File: config.mk
export PLATFORM = sky130hd
export DESIGN_NAME = lsg_top
export DESIGN_NICKNAME = d
export VERILOG_FILES = /design/src/inc/lsg_pkg.sv /design/src/rtl/lsg_pin_cell.sv /design/src/rtl/lsg_top.sv
export VERILOG_INCLUDE_DIRS = /design/src /design/src/inc
export SDC_FILE = /design/constraint.sdc
export NUM_CORES = 1
export LEC_CHECK = 0
export BUFFER_PORTS_ARGS = -buffer_cell sky130_fd_sc_hd__buf_2
export CORE_MARGIN = 2
export CORE_UTILIZATION = 45
export DETAILED_ROUTE_END_ITERATION = 10
export MAX_ROUTING_LAYER = met4
export PLACE_DENSITY_LB_ADDON = 0.12
export SYNTH_ARGS = -nofsm -noshare
export SYNTH_HDL_FRONTEND = slang
export SYNTH_SLANG_ARGS = --single-unit
File: constraint.sdc
create_clock -name clk -period 1.2 [get_ports clk]
set_input_delay 0.3 -clock clk [delete_from_list [all_inputs] [get_ports clk]]
set_output_delay 0.3 -clock clk [all_outputs]
set_load 0.02 [all_outputs]
File: src/inc/lsg_map.svh
// Address map, field positions, mode codes and reset values of the
// link sideband block. Included by the package and the design files.
`ifndef LSG_MAP_SVH
`define LSG_MAP_SVH

// Register addresses
`define LSG_ADDR_LINK 8'h0C
`define LSG_ADDR_PIN0 8'h0D
`define LSG_ADDR_PIN12 8'h0E
`define LSG_ADDR_PIN3 8'h0F
`define LSG_ADDR_LOC56 8'h10
`define LSG_ADDR_LOC78 8'h11
`define LSG_ADDR_AUDIO 8'h1A
`define LSG_ADDR_LEVELS 8'h1C
`define LSG_ADDR_LEVEL8 8'h1D
`define LSG_ADDR_IRQ_CTL 8'hC6
`define LSG_ADDR_IRQ_STAT 8'hC7

// Pin mode codes
`define LSG_MODE_OFF 4'h0
`define LSG_MODE_OUT_L 4'h1
`define LSG_MODE_OUT_H 4'h9
`define LSG_MODE_INPUT 4'h3
`define LSG_MODE_FWD 4'h3
`define LSG_MODE_BACK 4'h5

// Interrupt control and status, link status and audio bit positions
`define LSG_IRQ_GLOBAL_BIT 0
`define LSG_IRQ_LINK_BIT 1
`define LSG_IRQ_REMOTE_BIT 5
`define LSG_LINK_DETECT_BIT 0
`define LSG_AUDIO_SURROUND_BIT 0

// Reset values
`define LSG_RST_MODE 8'h00
`define LSG_RST_AUDIO 8'h01
`define LSG_RST_IRQ_CTL 8'h00
`define LSG_RST_RDATA 8'h00

// Forward frame width and pin counts
`define LSG_FWD_FRAME_BITS 35
`define LSG_LINK_PINS 4
`define LSG_ALL_PINS 8

`endif

File: src/inc/lsg_pkg.sv
// Types and mode decoding shared by the sideband block files.
// Assumes lsg_map.svh is on the include path.
`include "lsg_map.svh"

package lsg_pkg;

  typedef logic [3:0] lsg_mode_type;
  typedef logic [7:0] lsg_byte_type;

  // True when the mode field claims the pin for general-purpose use
  function automatic logic lsg_mode_used(input lsg_mode_type mode);
    lsg_mode_used = (mode == `LSG_MODE_OUT_L) || (mode == `LSG_MODE_OUT_H) ||
                    (mode == `LSG_MODE_INPUT) || (mode == `LSG_MODE_BACK);
  endfunction

endpackage

File: src/rtl/lsg_pin_cell.sv
// One general-purpose pin: synchroniser, local drive, forward sample
// and back-channel drive. Assumes frame strobes come from clk logic.
`timescale 1ns/1ps
`default_nettype none
`include "lsg_map.svh"

module lsg_pin_cell #(
  parameter bit REMOTE = 1'b1
) (
  input wire logic clk,
  input wire logic reset_n,
  input wire lsg_pkg::lsg_mode_type mode,
  input wire logic pin_in,
  input wire logic fwd_strobe,
  input wire logic back_valid,
  input wire logic back_value,
  output logic pin_out,
  output logic pin_oe_n,
  output logic level,
  output logic fwd_value
);
  import lsg_pkg::*;

  typedef struct packed {
    logic sync1;
    logic sync2;
    logic fwd_value;
    logic back_value;
    logic drive;
    logic oe_n;
  } lsg_cell_state_type;

  lsg_cell_state_type st;
  lsg_cell_state_type next_st;

  // Next state of the pin
  always_comb begin
    next_st = st;
    next_st.sync1 = pin_in;
    next_st.sync2 = st.sync1;
    if (REMOTE && fwd_strobe && mode == `LSG_MODE_FWD) begin
      next_st.fwd_value = st.sync2; // RULE_22
    end
    if (REMOTE && back_valid) begin
      next_st.back_value = back_value; // RULE_22
    end
    case (mode)
      `LSG_MODE_OUT_L: begin
        next_st.drive = 1'b0; // RULE_03
        next_st.oe_n = 1'b0;
      end
      `LSG_MODE_OUT_H: begin
        next_st.drive = 1'b1; // RULE_03
        next_st.oe_n = 1'b0;
      end
      `LSG_MODE_BACK: begin
        next_st.drive = REMOTE ? st.back_value : 1'b0; // RULE_01
        next_st.oe_n = !REMOTE;
      end
      default: begin
        next_st.drive = 1'b0;
        next_st.oe_n = 1'b1;
      end
    endcase
  end

  // State register
  always_ff @(posedge clk or negedge reset_n) begin
    if (!reset_n) begin
      st <= '0;
      st.oe_n <= 1'b1;
    end else begin
      st <= next_st;
    end
  end

  // Outputs from flip-flops
  assign pin_out = st.drive;
  assign pin_oe_n = st.oe_n;
  assign level = (mode == `LSG_MODE_INPUT) ? st.sync2 : 1'b0; // RULE_04
  assign fwd_value = st.fwd_value;
endmodule
`default_nettype wire

File: src/rtl/lsg_top.sv
// Sideband control of the serializer: pin modes, pin levels, link
// status, local and remote interrupt, register reset on power-down.
// Assumes the local and control-channel register ports and the
// back-channel frame decoder all run on clk.
//
// Function
// RULE_01: Link pins carry forward or back state
// RULE_02: Codes 3 forward, 5 back, per-pin fields
// RULE_03: Codes 1 low, 9 high, 3 input
// RULE_04: Input levels readable in level registers
// RULE_05: Pins 5-8 controlled only through registers
// RULE_06: Pin mode overrides shared audio input
// RULE_07: Local pins never cross link, both ports
// RULE_08: Active-low interrupt for local and remote
// RULE_09: Host sets enable bits 5 and 0
// RULE_10: Remote low input drives interrupt low
// RULE_11: Status read clears pending, releases interrupt
// RULE_12: Host reads status, clears remote source
// RULE_13: New remote interrupt only on falling edge
// RULE_14: Mirror output follows remote level continuously
// RULE_15: Mirror held high without link
// RULE_16: Any cable fault reads link bit 0
// RULE_17: Single fault indication, no fault type
// RULE_18: Power-down resets every control register
// RULE_19: Power-down held low at least 3 ms
// RULE_20: Back frames carry bus, CRC, four pins
// RULE_21: Forward frame carries 35 bits per clock
// RULE_22: Forward samples pin, back drives last value
`timescale 1ns/1ps
`default_nettype none
`include "lsg_map.svh"

module lsg_top #(
  parameter int N_PINS = `LSG_ALL_PINS
) (
  input wire logic clk,
  input wire logic reset_n,
  input wire logic power_down_n,
  input wire logic link_detect,
  input wire logic loc_req,
  input wire logic loc_we,
  input wire lsg_pkg::lsg_byte_type loc_addr,
  input wire lsg_pkg::lsg_byte_type loc_wdata,
  output lsg_pkg::lsg_byte_type loc_rdata,
  output logic loc_rvalid,
  input wire logic rem_req,
  input wire logic rem_we,
  input wire lsg_pkg::lsg_byte_type rem_addr,
  input wire lsg_pkg::lsg_byte_type rem_wdata,
  output logic rem_ready,
  output lsg_pkg::lsg_byte_type rem_rdata,
  output logic rem_rvalid,
  input wire logic back_frame_valid,
  input wire logic back_frame_crc_ok,
  input wire logic [3:0] back_frame_gpio,
  input wire logic back_frame_irq_n,
  input wire logic fwd_frame_strobe,
  output logic [3:0] fwd_frame_gpio,
  input wire logic [7:0] gpio_in,
  output logic [7:0] gpio_out,
  output logic [7:0] gpio_oe_n,
  output logic [3:0] i2s_in_enable,
  output logic audio_surround_en,
  output logic irq_out_n,
  output logic remote_irq_mirror
);
  import lsg_pkg::*;

  // Refuse pin counts the map cannot serve
  if (N_PINS != `LSG_ALL_PINS) begin : g_bad_pins
    $error("lsg_top supports exactly eight pins");
  end

  typedef struct packed {
    logic pd1;
    logic pd2;
    logic lk1;
    logic lk2;
    logic link_prev;
    logic [4:0][7:0] mode_reg;
    lsg_byte_type audio;
    lsg_byte_type irq_ctl;
    logic rem_pend;
    logic link_pend;
    logic rem_level;
    lsg_byte_type rdata;
    logic loc_rvalid;
    logic rem_rvalid;
  } lsg_top_state_type;

  lsg_top_state_type st;
  lsg_top_state_type next_st;

  logic frame_ok;
  logic acc;
  logic acc_we;
  lsg_byte_type acc_addr;
  lsg_byte_type acc_wdata;
  logic rem_fall;
  logic link_fall;
  logic [7:0] lvl;
  logic [3:0] fwd_bits;
  lsg_mode_type [7:0] modes;

  // Frames pass only with a good check word
  assign frame_ok = back_frame_valid && back_frame_crc_ok && st.lk2; // RULE_20

  // Local port wins; control-channel port waits for a free cycle
  assign rem_ready = !loc_req; // RULE_07
  assign acc = loc_req || rem_req;
  assign acc_we = loc_req ? loc_we : rem_we;
  assign acc_addr = loc_req ? loc_addr : rem_addr;
  assign acc_wdata = loc_req ? loc_wdata : rem_wdata;

  // Per-pin mode fields
  assign modes[0] = st.mode_reg[0][3:0]; // RULE_02
  assign modes[1] = st.mode_reg[1][3:0];
  assign modes[2] = st.mode_reg[1][7:4];
  assign modes[3] = st.mode_reg[2][3:0];
  assign modes[4] = st.mode_reg[3][3:0]; // RULE_05
  assign modes[5] = st.mode_reg[3][7:4];
  assign modes[6] = st.mode_reg[4][3:0];
  assign modes[7] = st.mode_reg[4][7:4];

  // Pin cells: four link pins, four register-only pins
  for (genvar i = 0; i < N_PINS; i++) begin : g_pin
    logic fwd_unused;
    lsg_pin_cell #(
      .REMOTE(i < `LSG_LINK_PINS)
    ) u_cell (
      .clk(clk),
      .reset_n(reset_n),
      .mode(modes[i]),
      .pin_in(gpio_in[i]),
      .fwd_strobe(fwd_frame_strobe),
      .back_valid(frame_ok),
      .back_value(i < `LSG_LINK_PINS ? back_frame_gpio[i % `LSG_LINK_PINS] : 1'b0),
      .pin_out(gpio_out[i]),
      .pin_oe_n(gpio_oe_n[i]),
      .level(lvl[i]),
      .fwd_value(fwd_unused)
    );
    if (i < `LSG_LINK_PINS) begin : g_fwd
      assign fwd_bits[i] = fwd_unused; // RULE_21
    end
  end

  // Only link pins fill the pin slots of the 35-bit forward frame
  assign fwd_frame_gpio = fwd_bits; // RULE_07

  // General-purpose mode takes the shared audio input away
  for (genvar k = 0; k < 4; k++) begin : g_audio
    assign i2s_in_enable[k] = !lsg_mode_used(modes[k + `LSG_LINK_PINS]); // RULE_06
  end

  // Register read decode
  function automatic lsg_byte_type reg_read(input lsg_byte_type addr, input lsg_top_state_type s,
                                            input logic [7:0] lv);
    case (addr)
      `LSG_ADDR_LINK: reg_read = {7'h00, s.lk2}; // RULE_16
      `LSG_ADDR_PIN0: reg_read = s.mode_reg[0];
      `LSG_ADDR_PIN12: reg_read = s.mode_reg[1];
      `LSG_ADDR_PIN3: reg_read = s.mode_reg[2];
      `LSG_ADDR_LOC56: reg_read = s.mode_reg[3];
      `LSG_ADDR_LOC78: reg_read = s.mode_reg[4];
      `LSG_ADDR_AUDIO: reg_read = s.audio;
      `LSG_ADDR_LEVELS: reg_read = {lv[6], lv[5], lv[4], 1'b0, lv[3:0]}; // RULE_04
      `LSG_ADDR_LEVEL8: reg_read = {7'h00, lv[7]};
      `LSG_ADDR_IRQ_CTL: reg_read = s.irq_ctl;
      `LSG_ADDR_IRQ_STAT: reg_read = {2'h0, s.rem_pend, 3'h0, s.link_pend, s.rem_pend | s.link_pend};
      default: reg_read = 8'h00;
    endcase
  endfunction

  // Next state: sync, registers, interrupt flags, power-down
  always_comb begin
    next_st = st;
    next_st.pd1 = power_down_n;
    next_st.pd2 = st.pd1;
    next_st.lk1 = link_detect;
    next_st.lk2 = st.lk1;
    next_st.link_prev = st.lk2;
    next_st.loc_rvalid = 1'b0;
    next_st.rem_rvalid = 1'b0;
    // Remote level tracks good frames, idles high without link
    if (!st.lk2) begin
      next_st.rem_level = 1'b1; // RULE_15
    end else if (frame_ok) begin
      next_st.rem_level = back_frame_irq_n; // RULE_14
    end
    rem_fall = st.rem_level && !next_st.rem_level; // RULE_13
    link_fall = st.link_prev && !st.lk2; // RULE_17
    if (acc && acc_we) begin
      case (acc_addr)
        `LSG_ADDR_PIN0: next_st.mode_reg[0] = acc_wdata;
        `LSG_ADDR_PIN12: next_st.mode_reg[1] = acc_wdata;
        `LSG_ADDR_PIN3: next_st.mode_reg[2] = acc_wdata;
        `LSG_ADDR_LOC56: next_st.mode_reg[3] = acc_wdata; // RULE_07
        `LSG_ADDR_LOC78: next_st.mode_reg[4] = acc_wdata;
        `LSG_ADDR_AUDIO: next_st.audio = acc_wdata;
        `LSG_ADDR_IRQ_CTL: next_st.irq_ctl = acc_wdata;
        default: next_st.rdata = st.rdata;
      endcase
    end else if (acc) begin
      next_st.rdata = reg_read(acc_addr, st, lvl);
      next_st.loc_rvalid = loc_req;
      next_st.rem_rvalid = !loc_req;
      if (acc_addr == `LSG_ADDR_IRQ_STAT) begin
        next_st.rem_pend = 1'b0; // RULE_11
        next_st.link_pend = 1'b0;
      end
    end
    // Set wins over the clearing read
    if (rem_fall && st.irq_ctl[`LSG_IRQ_REMOTE_BIT]) begin
      next_st.rem_pend = 1'b1; // RULE_13
    end
    if (link_fall && st.irq_ctl[`LSG_IRQ_LINK_BIT]) begin
      next_st.link_pend = 1'b1; // RULE_08
    end
    // Power-down returns every control register to default
    if (!st.pd2) begin
      next_st.mode_reg = {5{`LSG_RST_MODE}}; // RULE_18
      next_st.audio = `LSG_RST_AUDIO;
      next_st.irq_ctl = `LSG_RST_IRQ_CTL;
      next_st.rem_pend = 1'b0;
      next_st.link_pend = 1'b0;
    end
  end

  // State register
  always_ff @(posedge clk or negedge reset_n) begin
    if (!reset_n) begin
      st <= '0;
      st.mode_reg <= {5{`LSG_RST_MODE}};
      st.audio <= `LSG_RST_AUDIO;
      st.irq_ctl <= `LSG_RST_IRQ_CTL;
      st.rdata <= `LSG_RST_RDATA;
      st.rem_level <= 1'b1;
    end else begin
      st <= next_st;
    end
  end

  // Outputs
  assign loc_rdata = st.rdata;
  assign rem_rdata = st.rdata;
  assign loc_rvalid = st.loc_rvalid;
  assign rem_rvalid = st.rem_rvalid;
  assign audio_surround_en = st.audio[`LSG_AUDIO_SURROUND_BIT];
  assign irq_out_n = !(st.irq_ctl[`LSG_IRQ_GLOBAL_BIT] && (st.rem_pend || st.link_pend)); // RULE_10
  assign remote_irq_mirror = st.lk2 ? st.rem_level : 1'b1; // RULE_15
endmodule
`default_nettype wire

## Yosys cells after proc, flatten, opt, wreduce, memory -nomap -nowiden

Cells that the tools add are included.

| word-level totals | value |
|---|---|
| register bits after elaboration | 114 |
| logic and storage cells | 200 |

| operators by class | value |
|---|---|
| reductions and logical operators | 44 |
| multiplexer cells | 39 |
| eq/ne operators | 57 |
| bitwise logic cells | 2 |

Operator list:

| kind | count |
|---|---|
| 8-bit one-hot mux with 11 select lines | 1 |
| 8-bit two-way mux | 9 |
| 58-bit two-way mux | 1 |
| 56-bit two-way mux | 1 |
| 8-bit by 5-bit == test with 1-bit output, second input constant | 5 |
| 4-bit by 1-bit == test with 1-bit output, second input constant | 8 |
| 4-bit by 2-bit == test with 1-bit output, second input constant | 8 |
| 4-bit by 3-bit == test with 1-bit output, second input constant | 8 |
| 4-bit == test, second input constant | 8 |
| 8-bit by 4-bit == test with 1-bit output, second input constant | 4 |
| 2-bit one-hot mux with 3 select lines | 4 |
| 8-bit == test, second input constant | 2 |
| 2-bit by 1-bit != test with 1-bit output, second input constant | 8 |
| 2-bit one-hot mux with 2 select lines | 4 |
| 2-bit AND reduction | 8 |
| 1-bit logical OR | 14 |
| 1-bit two-way mux | 14 |
| 1-bit logical AND | 12 |
| 3-bit by 1-bit != test with 1-bit output, second input constant | 4 |
| 2-bit two-way mux | 5 |
| 1-bit zero test | 8 |
| 3-bit by 2-bit != test with 1-bit output, second input constant | 2 |
| 3-bit AND reduction | 2 |
| 1-bit inverter | 1 |
| 1-bit OR | 1 |

## Depth between registers and ports, before layout

| logic depth | value |
|---|---|
| word-level depth | 9 |
| gate-level depth with buffers | 10 |
| gate-level depth less buffers | 6 |

## By module

From an unflattened synthesis, not the netlist that was laid out.

| second synthesis, totals | value |
|---|---|
| cell total of the unflattened synthesis | 514 |
| area total of the unflattened synthesis | 5,464.0 sq um |

Modules (own cells, without submodules):

| module | cells each | sequential area each (sq um) | times used | area an instance (sq um) |
|---|---|---|---|---|
| lsg_top | 410 | 1,854.3 | 1 | 3,977.6 |
| lsg_pin_cell (g_pin[0].u_cell ...) | 15 | 151.4 | 4 | 217.7 |
| lsg_pin_cell (g_pin[4].u_cell ...) | 11 | 101.3 | 4 | 153.9 |

## Worst setup path after synthesis

No wires, ideal clock.

| path | value |
|---|---|
| path kind | input -> register |
| from | input loc_req |
| to | register st[33] in the netlist's numbering |
| cell stages on the path | 8 |
| arrival | 1.840 ns |
| slack | -0.764 ns |
| path buffers | 2 |
| cell sequence | or3_1 -> a222oi_1 -> and2_1 -> buf_6 -> nand2_4 -> buf_2 -> nand3_1 -> o21ai_1 |

| on the way | value |
|---|---|
| longest elaborated chain between the ends | 4 |

Ends and longest elaborated chain:

| what | line | text |
|---|---|---|
| from (decl) | lsg_top.sv:40 | `input wire logic loc_req,` |
| 8-bit two-way mux (tied with other cells) | lsg_top.sv:112 | `assign acc_addr = loc_req ? loc_addr : rem_addr;` |
| 8-bit by 4-bit == test with 1-bit output (tied with other cells) | lsg_top.sv:194 | `case (acc_addr)` |
| 2-bit by 1-bit != test with 1-bit output (no line) or 56-bit two-way mux (tied branches) | -- |  |
| 2-bit AND reduction (no line) or 58-bit two-way mux (tied branches) | -- |  |
| to (signal assigned) | lsg_top.sv:240 | `st <= next_st;` |
| to (decl) | lsg_top.sv:91 | `lsg_top_state_type st;` |

Parallel ways exist; a longest one is shown, timed or not. The select of a mux whose other input is x is not followed.
A chain may end at the register's enable or synchronous reset.

## Worst setup path after layout

| path | value |
|---|---|
| from | input loc_addr[6] |
| to | register st (netlist bit loc_rdata[1]) |

| on the way | value |
|---|---|
| longest elaborated chain between the ends | 3 |

Ends and longest elaborated chain:

| what | line | text |
|---|---|---|
| from (decl) | lsg_top.sv:42 | `input wire lsg_pkg::lsg_byte_type loc_addr,` |
| 8-bit two-way mux * | lsg_top.sv:112 |  |
| 8-bit == test (tied with other cells) | lsg_top.sv:159 | `case (addr)` |
| 8-bit one-hot mux with 11 select lines * | lsg_top.sv:159 |  |

Every way passes the cells marked *; elsewhere a longest branch is shown, timed or not.

==> results.toml <==
[timing]
setup_violations = 112
relSlewSlack_pct = 70.7
grt_setup_unrepaired = "yes"
timing_hold_violations_final = 0
period_share_pct = 141
post-route-min-period_ns = 1.69
drv_slew = 0
skew_ns = 0.00518
worst_slack_ns = -0.489
hold_ws_ns = 0.113
fmax_mhz = 592
worstMarginPinSlew_ns = 0.437

[clocking]
cts_buffer_depth = 2
path_clk_slew_ns = 0.06
clock-root-buffer = "clkbuf_16"
cts.sinks = 114
clk_latency_ns = 0.42
numCtsBuffers = 17
cts_tree = "yes"
cts_max_level = 4

[synthesis]
ys.flop_type = "dfrtp_1"
postSynthAreaPerCell_um2 = 10.4
seq_area_frac_synth_pct = 53.2
synthArstFlopShare_pct = 100
ys_warn_count = 0
ys_ff_latch = 114
syn_nets = 573
synthCells = 517
synth_area_um2 = 5380
synth-edff-count = 0
ys_types = 58

[detailed_routing]
vias = 5001
via_per_inst = 5.68
wl_per_cell_um = 19.3
ant_nets = 0
wl_mm = 17.0
drc = 0
first_pass_iters = 6
drt_iter0_markers = 422

[worst_setup_path]
worstPathRequired_ns = 1.54
startpoint_type = "primary input"
endpoint_kind = "flip-flop"
cp_cell_sequence = "buf_6, or3b_4, a222oi_1, buf_4, and2_4, buf_12, a22oi_2, and3_4, a32oi_2"
cp_max_fo = 7
crit_slowest_cell = "or3b_4"
cp_slowest_stage_delay_ns = 0.41
worstSetupPathType = "primary input to flip-flop"
cp.arrival_ns = 2.03

[floorplanning]
die_width_um = 113
coreArea_um2 = 11600
die_area_um2 = 12900
io_pins = 102
num_rows = 39
start_util_pct = 46.6
die_h_um = 113

[placement]
portBuffers = 101
place_inst = 795
gp_congestion = 0.927
place_ws_ns = -1.04
place_area_um2 = 6600
dpl.hpwl_mm = 11.0

[status]
status = "finished, violations left"
violations = "negative setup slack"

[grt]
overflow = 0
antenna_found_initial = 0
grt_first_pass_wirelength_mm = 26.1
grt_pass1_vias = 4890
grt_usage_pct = 27.8
grt_max_degree = 63

[power]
leakagePower_nw = 3.74
peakVddDrop_v = 0.000973
power_density_nw_per_um2 = 1160

[final_layout]
fin_area_um2 = 8530
nets = 780
layout_common_cells = "buf_4 (104), dfrtp_1 (94), buf_6 (60), nand2_1 (56), buf_2 (49)"
final_cell_count_no_fill = 880
diodes = 0
layout-drive-gt1-share_pct = 55.5
final_common_cell = "buf_4"
syn2layout_area_growth_pct = 58.4

[flow_run]
cap_violations = 0

[worst_hold_path]
holdCritPathClass = "primary input to flip-flop"
==> report_power, final <==
part,switching (mW),internal (mW),leakage (nW)
combinational,0.453,0.400,1.97
clock,1.75,3.29,0.290
sequential,0.0428,3.92,1.48
==> registers in the layout, indices dropped and copies added, names as in the netlist <==
register and count:
audio_surround_en 1, loc_rvalid 1, g_pin.u_cell.st 12, rem_rvalid 1, st 28, g_pin.u_cell.pin_out 8, g_pin.u_cell.pin_oe_n 8, next_st 3
g_pin.u_cell.next_st 8, modes 32, loc_rdata 8, g_pin.u_cell.fwd_value 4
==> per-layer routing <==
layer | up-vias | track usage [%] | share of wire [%]
met1 | 2513 | 34.5 | 41
met3 | 24 | 7.23 | 5.7
met5 | - | - | 0
met4 | 0 | 10.2 | 1.6
met2 | 182 | 44.4 | 52
li1 | 2282 | - | -
==> cell type report <==
| type | instances | area [um2] |
|---|---|---|
| Fill cell | 766 | 3040 |
| Sequential cell | 114 | 2880 |
| Multi-Input combinational cell | 344 | 2680 |
| Timing Repair Buffer | 242 | 2180 |
| Clock buffer | 21 | 450 |
| Tap cell | 143 | 179 |
| Clock inverter | 11 | 136 |
| Inverter | 5 | 21.3 |
==> what timing repair did <==
item,in CTS,in global routing
pin swaps,38,39
setup buffers,27,12
endpoints found under the setup margin,114,120
resized for setup,178,60
endpoints found under the hold margin,114,0
hold buffers,11,0
cloned,4,2
==> through the flow <==
stage / setup TNS (ns) / util (%) / power [mW]
after floorplan: -37.46 / - / 4.26
after global placement: -58.78 / 57.1 / 4.69
after detailed placement: -59.68 / 57.1 / 4.71
after CTS: -28.01 / 70.2 / 9.84
after global routing: -34.26 / 73.7 / 10.2
final: -30.39 / 73.7 / 9.86
==> logic make-up (layout without fill, tap and decap cells) <==
group	count (synthesis)	count (layout)	share of synthesized area, %
AOI/OAI and AO/OA	120	121	15.3
buffers and inverters	64	279	7.79
DFF	114	114	53.2
muxes	26	26	5.21
and+or+nand+nor	193	197	18.5
==> critical path, delay by kind of cell <==
family	cells	cell delay [ns]
compound gates	3	0.59
simple gates	3	0.73
buf+inv	3	0.42
==> cell usage after synthesis (all sizes together), types with 8 or more instances <==
cell type  number  area share, %
o21ai          61            5.7
dfstp          10            4.9
dfrtp         104             48
nand2          65            5.0
buf            52            6.9
nor2           21            1.5
nand3          55            5.1
a22o            8            1.3
and3           11            1.4
a21oi           9           0.84
nand3b          8            1.1
mux2           16            3.3
mux2i          10            1.9
a22oi          14            2.3
==> worst paths after layout <==
path	from	end	cells after the start	slack (ns)
worst max-delay path	loc_addr[6]	loc_rdata[1]	9	-0.49
worst min-delay path	back_frame_gpio[0]	g_pin[0].u_cell.st[2]	2	0.11
worst max register to register	modes[25]	loc_rdata[7]	8	-0.38
worst min register to register	g_pin[0].u_cell.next_st[4]	g_pin[0].u_cell.st[4]	0	0.35
max in group asynchronous	reset_n	audio_surround_en	3	0.41
min in group asynchronous	reset_n	loc_rvalid	2	0.22
(Power assumes the default switching activity.)
